**src/logic/tpts_pkg.sv**
```systemverilog
package tpts_pkg;
  // ---------------------------------------------------------------
  // Sizes
  // ---------------------------------------------------------------
  localparam int unsigned NUM_PADS   = 8;
  localparam int unsigned PAD_W      = 3;
  localparam int unsigned COL_W      = 3;
  localparam int unsigned CMP_W      = 8;
  localparam int unsigned SLICE_W    = 16;
  // ---------------------------------------------------------------
  // Previous-function codes
  // ---------------------------------------------------------------
  localparam logic [COL_W-1:0] PREV_FUNCTION_COLUMN_TOUCH = 3'h7;
  localparam logic [COL_W-1:0] PREV_FUNCTION_COLUMN_COL0  = 3'h6;
  // ---------------------------------------------------------------
  // Timing and reset values
  // ---------------------------------------------------------------
  localparam int unsigned SLICE_NS   = 25600;
  localparam int unsigned CLK_NS     = 25;
  localparam int unsigned SLICE_CYC  = SLICE_NS / CLK_NS;
  localparam logic [PAD_W-1:0]   PAD_RST   = 3'h0;
  localparam logic [CMP_W-1:0]   CMP_RST   = 8'h00;
  localparam logic [COL_W-1:0]   PREV_FUNCTION_COLUMN_RST = 3'h7;
  localparam logic [SLICE_W-1:0] CNT_RST   = 16'h0000;
endpackage

```
**src/logic/tpts_slice_timer.sv**
```systemverilog
`timescale 1ns/1ps
`default_nettype none
module tpts_slice_timer
  import tpts_pkg::*;
(
  // Clock and reset
  input  wire logic clk_in,
  input  wire logic sys_rst_in,
  // Control
  input  wire logic run_in,
  // Slice boundary pulse
  output var  logic slice_end_out
);
  typedef struct packed {
    logic [SLICE_W-1:0] cnt;
    logic               tick;
  } tpts_tmr_s;
  tpts_tmr_s st_q, st_d;
  always_comb begin
    st_d      = st_q;
    st_d.tick = 1'b0;
    if (!run_in) begin
      st_d.cnt = CNT_RST;
    end else if (st_q.cnt == SLICE_W'(SLICE_CYC - 1)) begin
      st_d.cnt  = CNT_RST;
      st_d.tick = 1'b1;
    end else begin
      st_d.cnt = st_q.cnt + 16'h0001;
    end
  end
  always_ff @(posedge clk_in or posedge sys_rst_in) begin
    if (sys_rst_in) begin
      st_q <= '0;
    end else begin
      st_q <= st_d;
    end
  end
  assign slice_end_out = st_q.tick;
endmodule // tpts_slice_timer
`default_nettype wire

```
**src/logic/tpts_turn_sequencer.sv**
```systemverilog
// How it works
// RL1: Pad-turn index updates one full slice after the touch slice ends.
// RL2: Each touch slice start loads compare register from indexed pad value; the first touch slice after reset or enable keeps the old value.
// RL3: Under two columns the late update loads the previous pad's value.
// RL4: With no columns, pad 0 holds one extra slice before advancing.
// RL5: Two or more columns hide the delay; correct value is loaded.
// RL6: Late update only with hardware turn control and touch enabled.
// RL7: Index read at frame interrupt gives the currently active pad.
// RL8: Previous-function code 111/110 touch or column 0, 101..000 later columns.
// RL9: Slice-interrupt reads after touch or first column give previous pad.
// RL10: In software mode the index only changes by software writes.
// RL11: Software rewrites the preceding pad's slot each frame as fix.
// RL12: Or software preloads all slots shifted by one position.
// RL13: Hardware index advances one pad per touch slice, wrapping.
// RL14: Slice interrupt each slice end; frame interrupt each frame end.
`timescale 1ns/1ps
`default_nettype none
module tpts_turn_sequencer
  import tpts_pkg::*;
(
  // Clock and reset
  input  wire logic                    clk_in,
  input  wire logic                    sys_rst_in,
  // Configuration
  input  wire logic                    touch_sense_enable_in,
  input  wire logic                    pad_turn_sw_select_in,
  input  wire logic [COL_W-1:0]        led_columns_in,
  input  wire logic [PAD_W-1:0]        max_pad_in,
  // Software index write
  input  wire logic                    pad_turn_wr_in,
  input  wire logic [PAD_W-1:0]        pad_turn_wdata_in,
  // Per-pad compare values, pad 0 in low bits
  input  wire logic [NUM_PADS*CMP_W-1:0] pad_compare_value_in,
  // Status
  output var  logic [PAD_W-1:0]        pad_turn_index_out,
  output var  logic [COL_W-1:0]        prev_function_column_out,
  output var  logic [CMP_W-1:0]        internal_compare_out,
  output var  logic                    touch_sense_slice_out,
  output var  logic [COL_W-1:0]        slice_number_out,
  // Events
  output var  logic                    slice_irq_out,
  output var  logic                    frame_irq_out
);
  // ---------------------------------------------------------------
  // State
  // ---------------------------------------------------------------
  typedef struct packed {
    logic [PAD_W-1:0] pad;
    logic             adv_pend;
    logic             adv_now;
    logic [COL_W-1:0] slot;
    logic [COL_W-1:0] prev_function_column;
    logic [CMP_W-1:0] cmp;
    logic             slice_irq;
    logic             frame_irq;
    logic             ts_slice;
  } tpts_st_s;

  tpts_st_s st_q, st_d;
  logic     slice_end;
  logic     hw_mode;

  function automatic logic [CMP_W-1:0] pick_cmp(
    input logic [NUM_PADS*CMP_W-1:0] v,
    input logic [PAD_W-1:0]          p
  );
    pick_cmp = v[p*CMP_W +: CMP_W];
  endfunction

  function automatic logic [PAD_W-1:0] next_pad(
    input logic [PAD_W-1:0] p,
    input logic [PAD_W-1:0] top
  );
    next_pad = (p >= top) ? PAD_RST : p + 3'h1;
  endfunction

  assign hw_mode = touch_sense_enable_in && !pad_turn_sw_select_in;

  tpts_slice_timer u_timer (
    .clk_in        (clk_in),
    .sys_rst_in    (sys_rst_in),
    .run_in        (touch_sense_enable_in),
    .slice_end_out (slice_end)
  );

  // ---------------------------------------------------------------
  // Slice sequencing
  // ---------------------------------------------------------------
  // Slot 0 is the touch slice, slots 1..N are LED columns.
  always_comb begin
    st_d           = st_q;
    st_d.slice_irq = 1'b0;
    st_d.frame_irq = 1'b0;
    st_d.adv_now   = 1'b0;
    if (!touch_sense_enable_in) begin
      st_d.slot     = '0;
      st_d.adv_pend = 1'b0;
    end else if (slice_end) begin
      st_d.slice_irq = 1'b1;                               // [RL14]
      // Code of the slice just ended: 111 touch, then 110 downward
      st_d.prev_function_column = (st_q.slot == '0) ? PREV_FUNCTION_COLUMN_TOUCH
                 : PREV_FUNCTION_COLUMN_TOUCH - st_q.slot;                // [RL8]
      // Advance is armed at touch end and fires one slice later
      st_d.adv_now  = st_q.adv_pend;                       // [RL1]
      st_d.adv_pend = (st_q.slot == '0) && hw_mode;        // [RL6]
      if (st_q.slot >= led_columns_in) begin
        st_d.slot      = '0;
        st_d.frame_irq = 1'b1;                             // [RL14]
      end else begin
        st_d.slot = st_q.slot + 3'h1;
      end
      // Compare loaded from index as it stands now; with <2 columns
      // the pending advance has not happened yet, so the old pad's
      // value is taken, and with 0 columns pad 0 lingers a slice.
      if (st_d.slot == '0) begin
        st_d.cmp = pick_cmp(pad_compare_value_in, st_q.pad); // [RL2] [RL3] [RL4]
      end
    end
    // Registered so the touch-slice flag comes straight from a flop
    st_d.ts_slice = touch_sense_enable_in && (st_d.slot == '0);
    // Index update, one slice after the touch slice ended
    if (st_q.adv_now && hw_mode) begin
      st_d.pad = next_pad(st_q.pad, max_pad_in);           // [RL13] [RL5]
    end
    if (pad_turn_sw_select_in && pad_turn_wr_in) begin
      st_d.pad = pad_turn_wdata_in;                        // [RL10]
    end
  end

  always_ff @(posedge clk_in or posedge sys_rst_in) begin
    if (sys_rst_in) begin
      st_q       <= '0;
      st_q.prev_function_column <= PREV_FUNCTION_COLUMN_RST;
      st_q.cmp   <= CMP_RST;
      st_q.pad   <= PAD_RST;
    end else begin
      st_q <= st_d;
    end
  end

  // Index reads straight from the register, so interrupt-time reads
  // naturally show the lag described by the previous-function code.
  always_comb begin
    pad_turn_index_out       = st_q.pad;                   // [RL7] [RL9]
    prev_function_column_out = st_q.prev_function_column;
    internal_compare_out     = st_q.cmp;
    touch_sense_slice_out    = st_q.ts_slice;
    slice_number_out         = st_q.slot;
    slice_irq_out            = st_q.slice_irq;
    frame_irq_out            = st_q.frame_irq;
  end
endmodule // tpts_turn_sequencer
`default_nettype wire

```
**config.mk**
```make
export PLATFORM = sky130hd
export DESIGN_NAME = tpts_turn_sequencer
export DESIGN_NICKNAME = d
export VERILOG_FILES = /design/src/logic/tpts_pkg.sv /design/src/logic/tpts_slice_timer.sv /design/src/logic/tpts_turn_sequencer.sv
export SDC_FILE = /design/constraint.sdc
export NUM_CORES = 1
export LEC_CHECK = 0
export ABC_AREA = 1
export ABC_CLOCK_PERIOD_IN_PS = 2800
export BUFFER_PORTS_ARGS = -buffer_cell sky130_fd_sc_hd__buf_2
export CELL_PAD_IN_SITES_DETAIL_PLACEMENT = 1
export CELL_PAD_IN_SITES_GLOBAL_PLACEMENT = 1
export CORE_MARGIN = 1.5
export CORE_UTILIZATION = 30
export CTS_CLUSTER_DIAMETER = 120
export DETAILED_ROUTE_END_ITERATION = 16
export PLACE_DENSITY_LB_ADDON = 0.1
export SLEW_MARGIN = 20
export SYNTH_ARGS = -nofsm -noshare
export SYNTH_HDL_FRONTEND = slang
export SYNTH_SLANG_ARGS = --single-unit
```
**constraint.sdc**
```tcl
create_clock -name clk_in -period 2.8 [get_ports clk_in]
set_input_delay 0.28 -clock clk_in [delete_from_list [all_inputs] [get_ports clk_in]]
set_output_delay 0.28 -clock clk_in [all_outputs]
set_load 0.005 [all_outputs]
```
# == Word-level counts from Yosys, hierarchy flattened ==
# Index checks and enable logic that the tools add are counted.
# Widths: inputs -> output; s select.
# word_totals
ff_bits,39
output_inout_bits,20
# op_classes
n_addsub,4
order_cmp,2
n_eq_ne,2
shift,1
mux,18
reduce_logical,12
# ops
operator,n
$shiftx 64x7->8,1
$mux 16,2
$mux 3,8
$mux 18,1
$add 16x1->16 const B,1
$eq 16x10->1 const B,1
$logic_not 3->1,3
$mux 8,1
$add 3x1->3 const B,2
$ge 3x3->1,2
$logic_and 1x1->1,5
$mux 1,5
$reduce_and 3->1,1
$sub 3x3->3 const A,1
$mux 2,1
$ne 2x1->1 const B,1
$reduce_and 2->1,1
$reduce_bool 2->1,1
$logic_not 1->1,1

# == Longest topological paths before layout ==
# Gate-level depths: netlist of run 1.
# depth
depth_word,10
ltp_mapped,10
depth_no_buf,10

# == By module ==
# Synthesis of run 1 repeated with hierarchy kept, for this count alone.
# unflattened
hier_cells,434
area_unflattened_um2,2884.0
# modules_own_cells
module,n_inst,cells_per_inst,area_per_inst_um2
tpts_turn_sequencer,1,311,1959.4
tpts_slice_timer,1,123,924.6

# == Worst setup path after synthesis of run 1 ==
# OpenSTA, ideal clock, no wires.
# synth_path
path_kind,register to register
startpoint,"reg st_q, in the netlist pad_turn_index_out[0]"
endpoint,"reg st_q, in the netlist pad_turn_index_out[2]"
arrival_time_ns,1.388
slack_ns,1.325
stages_incl_launch_ff,10
n_path_buf,2
period_less_slack_ns,1.475
path_cell_list,dfrtp_1 -> buf_4 -> inv_2 -> buf_4 -> ha_1 -> o21ai_0 -> nand2_1 -> nand2_1 -> nand3_1 -> o211ai_1
# synth_via
elab_chain_len,4
word_cells_on_any_way,5
cone_classes,add/sub: 1; order compare: 1; mux: 3
# synth_rtl
item,line,source
start: declaration,tpts_turn_sequencer.sv:59,"tpts_st_s st_q, st_d;"
start signal: assignment,tpts_turn_sequencer.sv:137,st_q <= st_d;
$add 3x1->3 or $ge 3x3->1 (tied branches),tpts_turn_sequencer.sv:74,next_pad = (p >= top) ? PAD_RST : p + 3'h1;
$mux 3 (*),tpts_turn_sequencer.sv:74,
$mux 3 (*),tpts_turn_sequencer.sv:122,if (st_q.adv_now && hw_mode) begin
$mux 3 (*),tpts_turn_sequencer.sv:125,if (pad_turn_sw_select_in && pad_turn_wr_in) begin
# Mark *: on every way between the ends. The rest lies on a longest branch, timed or not. The select of a mux whose other input is x is not followed.
# A chain may end at the register's enable or synchronous reset.

# == Final worst setup path of run 1 ==
# layout_path
startpoint,"reg st_q, in the netlist slice_number_out[2]"
endpoint,"reg st_q, in the netlist internal_compare_out[0]"
# layout_via
elab_chain_len,6
word_cells_on_any_way,7
cone_classes,add/sub: 1; order compare: 1; mux: 3; reduce/logical: 2
# layout_rtl
item,line,source
$add 3x1->3 or $ge 3x3->1 (tied branches),"tpts_turn_sequencer.sv:110, tpts_turn_sequencer.sv:106",
$mux 3 (*),tpts_turn_sequencer.sv:106,if (st_q.slot >= led_columns_in) begin
$mux 3 (*),tpts_turn_sequencer.sv:98,end else if (slice_end) begin
$mux 3 (*),tpts_turn_sequencer.sv:95,if (!touch_sense_enable_in) begin
$logic_not 3->1 (*),tpts_turn_sequencer.sv:115,if (st_d.slot == '0) begin
$reduce_and 3->1 (no source line) (*),--,
# Marks and branches as above.

==> run_results.csv, run 1 <==
group,metric,value,unit
yosys,asyncSetResetFlopFracSynth,100.0,%
clock_network,worstSkewPairLatency,0.29,ns
global_route,groute.usage.overall,17.29,%
timing,number_of_endpoints_failing_setup_at_the_final_stage,0,
power_and_ir_drop,net_switching_power,0.4192,mW
worst_hold_path,hold_path_class,"input pin to asynchronous set/reset pin",
clock_network,tritoncts,"yes",
worst_setup_path,worst_path_required,3.03,ns
route,number_of_design_rule_violations_left_by_the_first_detailed_router_iteration,79,
clock_network,post_cts.repair.setup_buffers,0,
power_and_ir_drop,sw_frac_of_total,31.57,%
power_and_ir_drop,pwr-share-clk,29.8,%
placed_design,port_buffers,97,
timing,max_slew_margin,51.10,%
global_route,via_count_of_the_first_global_routing_pass,2968,
route,detailedRoute.firstPassIterationCount,6,
global_route,first_pass_grt_wire_length,13680,um
route,drc_errors,0,
worst_setup_path,reg2reg_to,"internal_compare_out[0]$_DFFE_PP0P_",
placed_design,place.gp.congestion,0.7572,
worst_setup_path,criticalPathCategory,"flip-flop to flip-flop",
yosys,ys_ff_latch,39,
worst_setup_path,worst-endpoint-arrival,2.01,ns
power_and_ir_drop,p_int,0.9084,mW
floorplan,rows,34,
worst_setup_path,crit_path_top_delay_cell,"sky130_fd_sc_hd__dfrtp_1",
timing,setup_repair_after_global_routing_missed_its_margin,"false",
yosys,syn-instance-count,404,
timing,setup-tns-final,0,ns
placed_design,detailedPlacementHpwl,6287,um
power_and_ir_drop,share_comb_of_total_power,24.5,%
route,route.vias.total,2764,
final_layout,final_net_count,569,
final_layout,num_antenna_cells,0,
clock_network,cts-htree-levels,2,
clock_network,clock_path_buffers,2,
global_route,met3_usage,2.979,%
timing,hold-worst-slack,0.1008,ns
worst_setup_path,crit_path_start,"slice_number_out[2]$_DFF_PP0_",
yosys,seq_area_frac_synth,35.62,%
power_and_ir_drop,seqPwrFrac,45.8,%
yosys,yosys_most_used_dff,"sky130_fd_sc_hd__dfrtp_1",
route,routedWlPerCell,13.43,um
global_route,grt_start_max_net_pins,40,
run_status,outcome,"finished, final reports clean",
global_route,use_met2,31.09,%
yosys,ys_top_cells_by_area,"sky130_fd_sc_hd__dfrtp_1, sky130_fd_sc_hd__nor2_1, sky130_fd_sc_hd__nand2_1",
power_and_ir_drop,worst_ir_drop_vdd,0.1666,mV
timing,final_max_slew_viol_count,0,
worst_setup_path,critPathMaxFanout,8,
yosys,synth-warning-count,0,
flow_run,maxcap_violations,0,
worst_setup_path,stage_delay_of_the_slowest_cell_on_the_critical_path,0.44,ns
yosys,synth_common_cells,"sky130_fd_sc_hd__nor2_1, sky130_fd_sc_hd__nand2_1, sky130_fd_sc_hd__dfrtp_1, sky130_fd_sc_hd__inv_1, sky130_fd_sc_hd__o21ai_0",
worst_setup_path,critical_path.n_buffers_inverters,0,
yosys,yosys.area.top_type,"sky130_fd_sc_hd__dfrtp_1",
power_and_ir_drop,leakage,1.786,nW
worst_setup_path,ff2ff_path_depth,6,
clock_network,total_of_cells_resized_after_clock_tree_synthesis,0,
floorplan,core-area,8806,um^2
worst_setup_path,critical-path-top-delay-family,"simple AND/OR/NAND/NOR gates",
final_layout,area_growth_from_synthesis_to_layout,18.74,%
final_layout,fillCellCount,1181,
worst_setup_path,worstSetupStartpointType,"flip-flop",
timing,worst_slew_pin_slew,0.7335,ns
floorplan,die-width,98.75,um
clock_network,path_clk_slew,0.08,ns
clock_network,post_cts_hold_buffer_count,0,
global_route,met1_usage,21.84,%
floorplan,initial_core_util,31.23,%
yosys,synth.net_count,492,
clock_network,root_buffer_cell,"sky130_fd_sc_hd__clkbuf_8",
clock_network,cts_num_sinks,39,
worst_setup_path,reg2reg_setup_slack,1.02,ns
floorplan,num_io_pins,98,
timing,period_share,63.69,%
yosys,number_of_flops_mapped_to_enable_cells_by_yosys,0,
route,antenna_violating_nets_post_route,0,
yosys,synth_most_common_cell,"sky130_fd_sc_hd__nor2_1",
route,drt_wl_total,7922,um
global_route,grt.overflow.total,0,
yosys,synth.distinct_cells,30,
route,vias_per_cell,4.685,
yosys,syn_avg_cell_area,6.807,um^2
floorplan,design.die.area,9751,um^2
power_and_ir_drop,p_per_cell_area,406.5,nW/um^2
timing,finClkSkew,0.01211,ns
worst_setup_path,regToRegStartpoint,"slice_number_out[2]$_DFF_PP0_",
floorplan,fp.dieH,98.75,um
timing,clock.fmax,560.7,MHz
clock_network,cts_buffers,5,
yosys,post-synth-top-area-fraction,32.76,%
global_route,busiest_layer,"met2",
timing,period_needed,1.783,ns
yosys,synth.cell_area,2750,um^2
worst_setup_path,timing.critical_path.cells,"ha_1 > a21oi_1 > nand3_1 > nand3_1 > nand2_1 > nand2_1",
global_route,grt_antenna_before_repair,0,
timing,hold_viol_final,0,
final_layout,post_route_cells_drive_above_1_share,25.31,%
worst_setup_path,end_kind,"flip-flop",
final cells by class:
cell class	instances	area (um^2)	share of cell area, %
Tap cell	108	135.1	4.138
Clock buffer	7	86.33	2.644
Sequential cell	39	979.7	30.00
Inverter	36	135.1	4.138
Clock inverter	1	5.005	0.1533
Multi-Input combinational cell	300	1424	43.60
Timing Repair Buffer	99	500.5	15.33
per-stage QoR:
step                      util (%)  area (um^2)  total power [mW]  setup WS, ns  cells
after detailed placement     36.05         3174            0.9505        0.9773    582
after floorplan                  -         2750            0.8490         1.325    404
after CTS                    37.08         3266             1.355        0.9571    590
after global placement       36.05         3174            0.9473         1.014    582
after global routing         37.08         3266             1.428        0.7735    590
final                        37.08         3266             1.328         1.017    590
logic make-up (layout without fill, tap and decap cells):
| group | after synthesis | in the layout | share of synthesized area [%] |
|---|---|---|---|
| DFF | 39 | 39 | 35.62 |
| buffers and inverters | 65 | 143 | 12.60 |
| adders and majority gates | 10 | 10 | 4.550 |
| and+or+nand+nor | 234 | 234 | 34.99 |
| AOI/OAI and AO/OA | 47 | 47 | 9.372 |
| xor gates and xnor gates | 9 | 9 | 2.866 |
how the worst max path moves through the flow:
stage,to,slack [ns],cells after the start
after global routing,internal_compare_out[6]$_DFFE_PP0P_,0.77,8
final,internal_compare_out[0]$_DFFE_PP0P_,1.02,6
after floorplan,pad_turn_index_out[2]$_DFFE_PP0P_,1.32,9
after global placement,internal_compare_out[0]$_DFFE_PP0P_,1.01,6
after CTS,internal_compare_out[0]$_DFFE_PP0P_,0.96,6
after detailed placement,internal_compare_out[0]$_DFFE_PP0P_,0.98,6
worst reg2reg max path, stage by stage, from the launching register on:
cell and delay [ns]:
sky130_fd_sc_hd__dfrtp_1 0.44, sky130_fd_sc_hd__ha_1 0.31, sky130_fd_sc_hd__a21oi_1 0.29, sky130_fd_sc_hd__nand3_1 0.19, sky130_fd_sc_hd__nand3_1 0.31, sky130_fd_sc_hd__nand2_1 0.10, sky130_fd_sc_hd__nand2_1 0.08
metal layers:
layer	vias to the layer above	share of wire (%)
li1	1397	-
met1	1306	46
met2	54	50
met3	7	3.2
met4	0	0.88
met5	-	0
power by group through the flow:
| stage | Clock (mW) | Combinational [mW] | Sequential [mW] |
|---|---|---|---|
| after floorplan | 0 | 0.250 | 0.599 |
| after global placement | 0 | 0.330 | 0.617 |
| after detailed placement | 0 | 0.331 | 0.619 |
| after CTS | 0.414 | 0.333 | 0.608 |
| after global routing | 0.437 | 0.380 | 0.611 |
| final | 0.395 | 0.325 | 0.608 |
layout by cell type (no fill, tap or decap), types with 4 or more instances in the layout:
cell / n
sky130_fd_sc_hd__inv_2: 4
sky130_fd_sc_hd__inv_1: 30
sky130_fd_sc_hd__ha_1: 10
sky130_fd_sc_hd__o211ai_1: 4
sky130_fd_sc_hd__xor2_1: 6
sky130_fd_sc_hd__o21ai_0: 28
sky130_fd_sc_hd__nand3_1: 16
sky130_fd_sc_hd__buf_2: 97
sky130_fd_sc_hd__dfrtp_1: 36
sky130_fd_sc_hd__clkbuf_8: 6
sky130_fd_sc_hd__nor2_1: 103
sky130_fd_sc_hd__a21oi_1: 5
sky130_fd_sc_hd__nand2_1: 100
sky130_fd_sc_hd__o21ai_1: 8
flip-flops by register name (all words and copies together) (netlist names):
register,cells
u_timer.slice_end_out,1
internal_compare_out,8
pad_turn_index_out,3
u_timer.st_q,16
prev_function_column_out,3
touch_sense_slice_out,1
slice_number_out,3
frame_irq_out,1
st_q,2
slice_irq_out,1
Power figures use the tool's default switching activity.
==> inputs of run 2 (changes only) <==
--- a/config.mk
+++ b/config.mk
@@ -6,7 +6,7 @@
 export NUM_CORES = 1
 export LEC_CHECK = 0
 export ABC_AREA = 1
-export ABC_CLOCK_PERIOD_IN_PS = 2800
+export ABC_CLOCK_PERIOD_IN_PS = 1600
 export BUFFER_PORTS_ARGS = -buffer_cell sky130_fd_sc_hd__buf_2
 export CELL_PAD_IN_SITES_DETAIL_PLACEMENT = 1
 export CELL_PAD_IN_SITES_GLOBAL_PLACEMENT = 1
==> constraint.sdc (replaced) <==
create_clock -name clk_in -period 1.6 [get_ports clk_in]
set_input_delay 0.16 -clock clk_in [delete_from_list [all_inputs] [get_ports clk_in]]
set_output_delay 0.16 -clock clk_in [all_outputs]
set_load 0.005 [all_outputs]
==> run_results.csv, run 2 (synthesis results as in run 1) <==
group,metric,value,unit
placed_design,detailedPlacementHpwl,6064,um
floorplan,rows,34,
final_layout,area_growth_from_synthesis_to_layout,26.57,%
global_route,first_pass_grt_wire_length,13490,um
final_layout,final_common_cell,"sky130_fd_sc_hd__nor2_1",
route,drc_errors,0,
power_and_ir_drop,leakage,1.857,nW
clock_network,cts_buffers,5,
worst_setup_path,worstSetupStartpointType,"flip-flop",
route,number_of_design_rule_violations_left_by_the_first_detailed_router_iteration,67,
final_layout,final_net_count,584,
final_layout,post_route_cells_drive_above_1_share,31.19,%
power_and_ir_drop,worst_ir_drop_vdd,0.3237,mV
timing,period_share,96.34,%
timing,worst_slew_pin_slew,0.5081,ns
final_layout,layout.core_utilization,39.53,%
clock_network,cts_num_sinks,39,
power_and_ir_drop,finalPower,2.354,mW
worst_hold_path,hold_path_class,"input pin to flip-flop",
route,antenna_violating_nets_post_route,0,
timing,clock.fmax,648.7,MHz
final_layout,regMostFlops,"u_timer.st_q",
floorplan,design.die.area,9751,um^2
power_and_ir_drop,p_per_cell_area,676.3,nW/um^2
timing,hold_viol_final,0,
timing,final_max_slew_viol_count,0,
global_route,grt.overflow.total,0,
global_route,groute.usage.overall,17.11,%
route,detailedRoute.firstPassIterationCount,8,
final_layout,total_non_filler_cell_area_in_the_finished_layout,3481,um^2
worst_setup_path,worst_path_required,1.84,ns
placed_design,place.gp.congestion,0.8161,
clock_network,cts-htree-levels,2,
route,drt_wl_total,7958,um
timing,number_of_endpoints_failing_setup_at_the_final_stage,0,
timing,max_slew_margin,66.13,%
worst_setup_path,end_kind,"flip-flop",
final_layout,num_antenna_cells,0,
global_route,grt_antenna_before_repair,0,
clock_network,clock_path_buffers,2,
timing,setup-tns-final,0,ns
clock_network,path_clk_slew,0.08,ns
flow_run,maxcap_violations,0,
floorplan,fp.dieH,98.75,um
final_layout,largest_reg_flops,16,
clock_network,worstSkewPairLatency,0.30,ns
timing,hold-worst-slack,0.1007,ns
worst_setup_path,worst-endpoint-arrival,1.78,ns
global_route,grt_start_max_net_pins,40,
placed_design,dpl-instance-area,3232,um^2
placed_design,port_buffers,97,
route,route.vias.total,2777,
final_layout,fillCellCount,1198,
route,vias_per_cell,4.590,
global_route,via_count_of_the_first_global_routing_pass,2900,
timing,period_needed,1.541,ns
worst_setup_path,criticalPathCategory,"flip-flop to flip-flop",
floorplan,num_io_pins,98,
timing,setup_repair_after_global_routing_missed_its_margin,"true",
timing,finClkSkew,0.005981,ns
worst_setup_path,critPathMaxFanout,8,
final_layout,final_cell_mix,"sky130_fd_sc_hd__nor2_1, sky130_fd_sc_hd__nand2_1, sky130_fd_sc_hd__buf_2",
floorplan,core-area,8806,um^2
run_status,outcome,"finished, final reports clean",
route,routedWlPerCell,13.15,um
floorplan,initial_core_util,31.23,%
clock_network,tritoncts,"yes",
floorplan,die-width,98.75,um
clock_network,root_buffer_cell,"sky130_fd_sc_hd__clkbuf_8",
==> run 2: cell count changes in the layout (fill, tap and decap cells not counted), moves of 3 or more <==
| cell | change |
|---|---|
| sky130_fd_sc_hd__buf_4 | +13 |
| sky130_fd_sc_hd__nand2_1 | -3 |
| sky130_fd_sc_hd__ha_4 | +4 |
| sky130_fd_sc_hd__inv_1 | -3 |
| sky130_fd_sc_hd__ha_1 | -5 |
| sky130_fd_sc_hd__inv_2 | +3 |
==> run 2: per-stage QoR <==
stage / worst slack, ns / cells
2_1_floorplan: 0.1250 / 404
3_3_place_gp: -0.02545 / 588
3_5_place_dp: -0.1240 / 588
4_1_cts: 0.01163 / 600
5_1_grt: -0.07023 / 605
6_report: 0.05853 / 605
==> run 2: path summary, 6_finish.rpt <==
kind                                                startpoint                                  end  slack [ns]  depth (start not counted)
setup reg to reg                 slice_number_out[1]$_DFF_PP0_  internal_compare_out[0]$_DFFE_PP0P_        0.06                          9
setup / recovery                 slice_number_out[1]$_DFF_PP0_  internal_compare_out[0]$_DFFE_PP0P_        0.06                          9
hold reg to reg            internal_compare_out[5]$_DFFE_PP0P_  internal_compare_out[5]$_DFFE_PP0P_        0.48                          2
hold / removal                            pad_turn_wdata_in[1]    pad_turn_index_out[1]$_DFFE_PP0P_        0.10                          3
min in group asynchronous                           sys_rst_in            u_timer.st_q[8]$_DFF_PP0_        0.51                          4
max in group asynchronous                           sys_rst_in        slice_number_out[1]$_DFF_PP0_        0.71                          4
==> run 2: what timing repair did <==
item,CTS,global route
resized for setup,5,14
pin swaps,1,12
endpoints found under the hold margin,36,0
hold buffers,1,0
cloned,0,0
setup buffers,3,5
endpoints found under the setup margin,8,11
==> run 2: report_power, final <==
group	switching (mW)	internal, mW	total (mW)
sequential	0.0244	1.01	1.04
clock	0.381	0.304	0.685
combinational	0.371	0.259	0.631
==> run 2: area by class of cell <==
cell class	count	area, um^2	area share [%]
multi-input cells	300	1513	43.46
flip-flops and latches	39	980.9	28.18
repair buffers	114	628.1	18.04
inverters	36	135.1	3.882
well taps	108	135.1	3.882
clock buffers	5	68.82	1.977
clock inverters	3	20.02	0.5751
==> run 2: per-layer routing <==
layer	vias up	wire length, um	global-route usage, %
met1	1288	3640	21.83
met2	53	3980	30.08
met3	8	247	2.979
met4	0	89	4.066
li1	1428	-	-
met5	-	0	0
==> run 2: critical path, cell delays in order (launching register included) <==
cell,delay (ns)
sky130_fd_sc_hd__dfrtp_2,0.45
sky130_fd_sc_hd__buf_4,0.15
sky130_fd_sc_hd__ha_1,0.19
sky130_fd_sc_hd__nand2_1,0.07
sky130_fd_sc_hd__nand2_1,0.05
sky130_fd_sc_hd__nand3_2,0.10
sky130_fd_sc_hd__nand2_1,0.09
sky130_fd_sc_hd__nor2_4,0.20
sky130_fd_sc_hd__nand2_1,0.08
sky130_fd_sc_hd__nand2_1,0.08
==> inputs of run 3 (changes only) <==
--- a/config.mk
+++ b/config.mk
@@ -18,4 +18,5 @@
 export SLEW_MARGIN = 20
 export SYNTH_ARGS = -nofsm -noshare
 export SYNTH_HDL_FRONTEND = slang
+export SYNTH_HIERARCHICAL = 1
 export SYNTH_SLANG_ARGS = --single-unit
==> constraint.sdc (replaced) <==
create_clock -name clk_in -period 1.6 [get_ports clk_in]
set_input_delay 0.32 -clock clk_in [delete_from_list [all_inputs] [get_ports clk_in]]
set_output_delay 0.32 -clock clk_in [all_outputs]
set_load 0.005 [all_outputs]
==> run_results.csv, run 3 <==
group,metric,value,unit
run_status,outcome,"finished, final reports clean",
worst_setup_path,criticalPathCategory,"flip-flop to flip-flop",
yosys,ys_ff_latch,39,
global_route,groute.usage.overall,17.73,%
power_and_ir_drop,sw_frac_of_total,38.30,%
worst_setup_path,reg2reg_to,"internal_compare_out[6]$_DFFE_PP0P_",
final_layout,layout.core_utilization,38.09,%
placed_design,dpl-instance-area,3374,um^2
yosys,synth.distinct_cells,31,
route,number_of_design_rule_violations_left_by_the_first_detailed_router_iteration,69,
route,vias_per_cell,4.497,
power_and_ir_drop,seqPwrFrac,37.3,%
floorplan,die-width,101.0,um
timing,clock.fmax,660.7,MHz
yosys,syn_avg_cell_area,6.645,um^2
placed_design,detailedPlacementHpwl,6725,um
worst_hold_path,hold_path_class,"input pin to asynchronous set/reset pin",
yosys,synth_most_common_cell,"sky130_fd_sc_hd__nand2_1",
worst_setup_path,worst-endpoint-arrival,1.75,ns
yosys,dominant_combinational_cell_family_by_area_after_synthesis,"simple AND/OR/NAND/NOR gates",
clock_network,tritoncts,"yes",
worst_setup_path,worst_path_required,1.84,ns
floorplan,core-area,9284,um^2
power_and_ir_drop,p_per_cell_area,810.1,nW/um^2
placed_design,port_buffers,97,
yosys,synth_common_cells,"sky130_fd_sc_hd__nand2_1, sky130_fd_sc_hd__nor2_1, sky130_fd_sc_hd__dfrtp_1, sky130_fd_sc_hd__inv_1, sky130_fd_sc_hd__o21ai_1",
final_layout,final_common_cell,"sky130_fd_sc_hd__nand2_1",
timing,worst_slew_pin_slew,0.6274,ns
final_layout,final_net_count,612,
timing,finClkSkew,0.006690,ns
timing,final_max_slew_viol_count,0,
yosys,number_of_flops_mapped_to_enable_cells_by_yosys,0,
route,detailedRoute.firstPassIterationCount,4,
worst_setup_path,critPathMaxFanout,8,
route,antenna_violating_nets_post_route,0,
route,drc_errors,0,
yosys,seq_area_frac_synth,33.97,%
final_layout,total_non_filler_cell_area_in_the_finished_layout,3536,um^2
yosys,synth-compound-area-share,8.633,%
timing,hold_viol_final,0,
clock_network,cts_num_sinks,39,
power_and_ir_drop,share_comb_of_total_power,39.3,%
floorplan,design.die.area,10210,um^2
yosys,ys_top_cells_by_area,"sky130_fd_sc_hd__dfrtp_1, sky130_fd_sc_hd__nand2_1, sky130_fd_sc_hd__nor2_1",
power_and_ir_drop,leakage,1.926,nW
yosys,yosys_most_used_dff,"sky130_fd_sc_hd__dfrtp_1",
clock_network,cts-htree-levels,2,
clock_network,worstSkewPairLatency,0.30,ns
yosys,yosys.area_share.xor_xnor,1.822,%
yosys,asyncSetResetFlopFracSynth,100.0,%
timing,hold-worst-slack,0.03465,ns
floorplan,rows,35,
floorplan,fp.dieH,101.0,um
clock_network,path_clk_slew,0.08,ns
yosys,synth.cell_area,2884,um^2
placed_design,dp.cells,643,
floorplan,num_io_pins,98,
power_and_ir_drop,net_switching_power,1.097,mW
power_and_ir_drop,pwr-share-clk,23.5,%
clock_network,root_buffer_cell,"sky130_fd_sc_hd__clkbuf_8",
yosys,yosys.area.top_type,"sky130_fd_sc_hd__dfrtp_1",
power_and_ir_drop,finalPower,2.864,mW
route,routedWlPerCell,13.11,um
timing,period_needed,1.513,ns
yosys,synth.net_count,522,
yosys,synth-warning-count,6,
timing,number_of_endpoints_failing_setup_at_the_final_stage,0,
final_layout,num_antenna_cells,0,
worst_setup_path,reg2reg_setup_slack,0.09,ns
power_and_ir_drop,p_int,1.767,mW
final_layout,largest_reg_flops,16,
route,drt_wl_total,8573,um
yosys,post_synth_and_or_nand_nor_area_fraction,37.53,%
final_layout,fillCellCount,1273,
final_layout,post_route_cells_drive_above_1_share,28.57,%
final_layout,final_cell_mix,"sky130_fd_sc_hd__nand2_1, sky130_fd_sc_hd__nor2_1, sky130_fd_sc_hd__buf_2",
global_route,grt_antenna_before_repair,0,
timing,max_slew_margin,58.13,%
global_route,via_count_of_the_first_global_routing_pass,3072,
route,route.vias.total,2941,
worst_setup_path,regToRegStartpoint,"slice_number_out[2]$_DFF_PP0_",
clock_network,clock_path_buffers,2,
final_layout,regMostFlops,"u_timer/st_q",
final_layout,finish.cell_count_without_fillers,654,
floorplan,initial_core_util,31.06,%
yosys,post-synth-top-area-fraction,31.24,%
worst_setup_path,ff2ff_path_depth,9,
power_and_ir_drop,worst_ir_drop_vdd,0.2742,mV
final_layout,area_growth_from_synthesis_to_layout,22.60,%
timing,period_share,94.59,%
yosys,synthMuxAreaShare,0,%
yosys,syn-instance-count,434,
worst_setup_path,worstSetupStartpointType,"flip-flop",
global_route,grt.overflow.total,0,
yosys,synthAdderAreaFrac,4.338,%
clock_network,cts_buffers,5,
worst_setup_path,end_kind,"flip-flop",
global_route,first_pass_grt_wire_length,14320,um
placed_design,place.gp.congestion,0.7850,
clock_network,post_cts_hold_buffer_count,0,
flow_run,maxcap_violations,0,
global_route,grt_start_max_net_pins,33,
[run 3: cell types whose count changed after synthesis, sizes merged, moves of 2 or more]
cell    delta
xor2       -2
a21oi      -3
o21ai      +6
inv        +4
o211ai     -4
nand3      -2
nand4      +3
nor3       -3
nand2     +23
nor2       +8
[run 3: cell families after synthesis]
group / count (synthesis)
adder cells (fa/ha/maj): 10
AO/OA/AOI/OAI: 48
buffers and inverters: 68
flip-flops: 39
AND/OR/NAND/NOR: 263
XOR/XNOR: 6
[run 3: worst max-delay path by stage]
stage / startpoint / to / slack [ns] / depth (start not counted)
floorplan: pad_turn_index_out[0]$_DFFE_PP0P_ / pad_turn_index_out[0]$_DFFE_PP0P_ / 0.13 / 11
global placement: led_columns_in[2] / internal_compare_out[2]$_DFFE_PP0P_ / 0.06 / 10
detailed placement: led_columns_in[2] / internal_compare_out[6]$_DFFE_PP0P_ / -0.04 / 10
CTS: slice_number_out[2]$_DFF_PP0_ / internal_compare_out[6]$_DFFE_PP0P_ / 0.005 / 8
global route: slice_number_out[2]$_DFF_PP0_ / touch_sense_slice_out$_DFF_PP0_ / -0.02 / 9
finish: slice_number_out[2]$_DFF_PP0_ / internal_compare_out[6]$_DFFE_PP0P_ / 0.09 / 9
[run 3: stage by stage]
stage | setup WS [ns] | setup TNS, ns
after global placement | 0.06190 | 0
after global routing | -0.01783 | -0.04966
after detailed placement | -0.04402 | -0.2351
after CTS | 0.005355 | 0
final | 0.08651 | 0
after floorplan | 0.1327 | 0
[run 3: routing by layer]
layer	routed length (um)	part of all wire (%)	GRT usage [%]	up-vias
li1	-	-	-	1510
met1	3857	45	21.75	1368
met2	4272	50	31.23	53
met3	343	4.0	3.814	10
met4	99	1.2	4.915	0
met5	0	0	0	-
[run 3: final cells by class]
class	instances	area, um^2	share of cell area [%]
clock buffer	6	72.57	2.052
clock inverter	2	12.51	0.3539
inverter	40	156.4	4.423
multi-input combinational	327	1558	44.06
sequential	39	980.9	27.74
tap	129	161.4	4.565
timing repair buffer	111	594.3	16.81
[run 3: worst max-delay path, stage by stage, from the launching register on]
cell and delay, ns:
sky130_fd_sc_hd__dfrtp_1 0.42, sky130_fd_sc_hd__ha_4 0.30, sky130_fd_sc_hd__nand2_1 0.05, sky130_fd_sc_hd__inv_1 0.06
sky130_fd_sc_hd__nand2_2 0.09, sky130_fd_sc_hd__nand3_2 0.10, sky130_fd_sc_hd__nand2_2 0.07, sky130_fd_sc_hd__nor2_4 0.21
sky130_fd_sc_hd__nand2_1 0.08, sky130_fd_sc_hd__nand2_1 0.06
[run 3: what timing repair did]
| action | CTS | global route |
|---|---|---|
| pin swaps | 0 | 3 |
| endpoints found under the setup margin | 2 | 11 |
| buffers inserted | 2 | 1 |
| gates resized for setup | 0 | 12 |
[run 3: power groups by stage]
stage / registers [mW] / logic, mW / clock network (mW)
global placement: 1.08 / 1.13 / 0
floorplan: 1.07 / 0.915 / 0
finish: 1.07 / 1.13 / 0.672
CTS: 1.07 / 1.14 / 0.696
detailed placement: 1.09 / 1.14 / 0
global route: 1.07 / 1.32 / 0.735
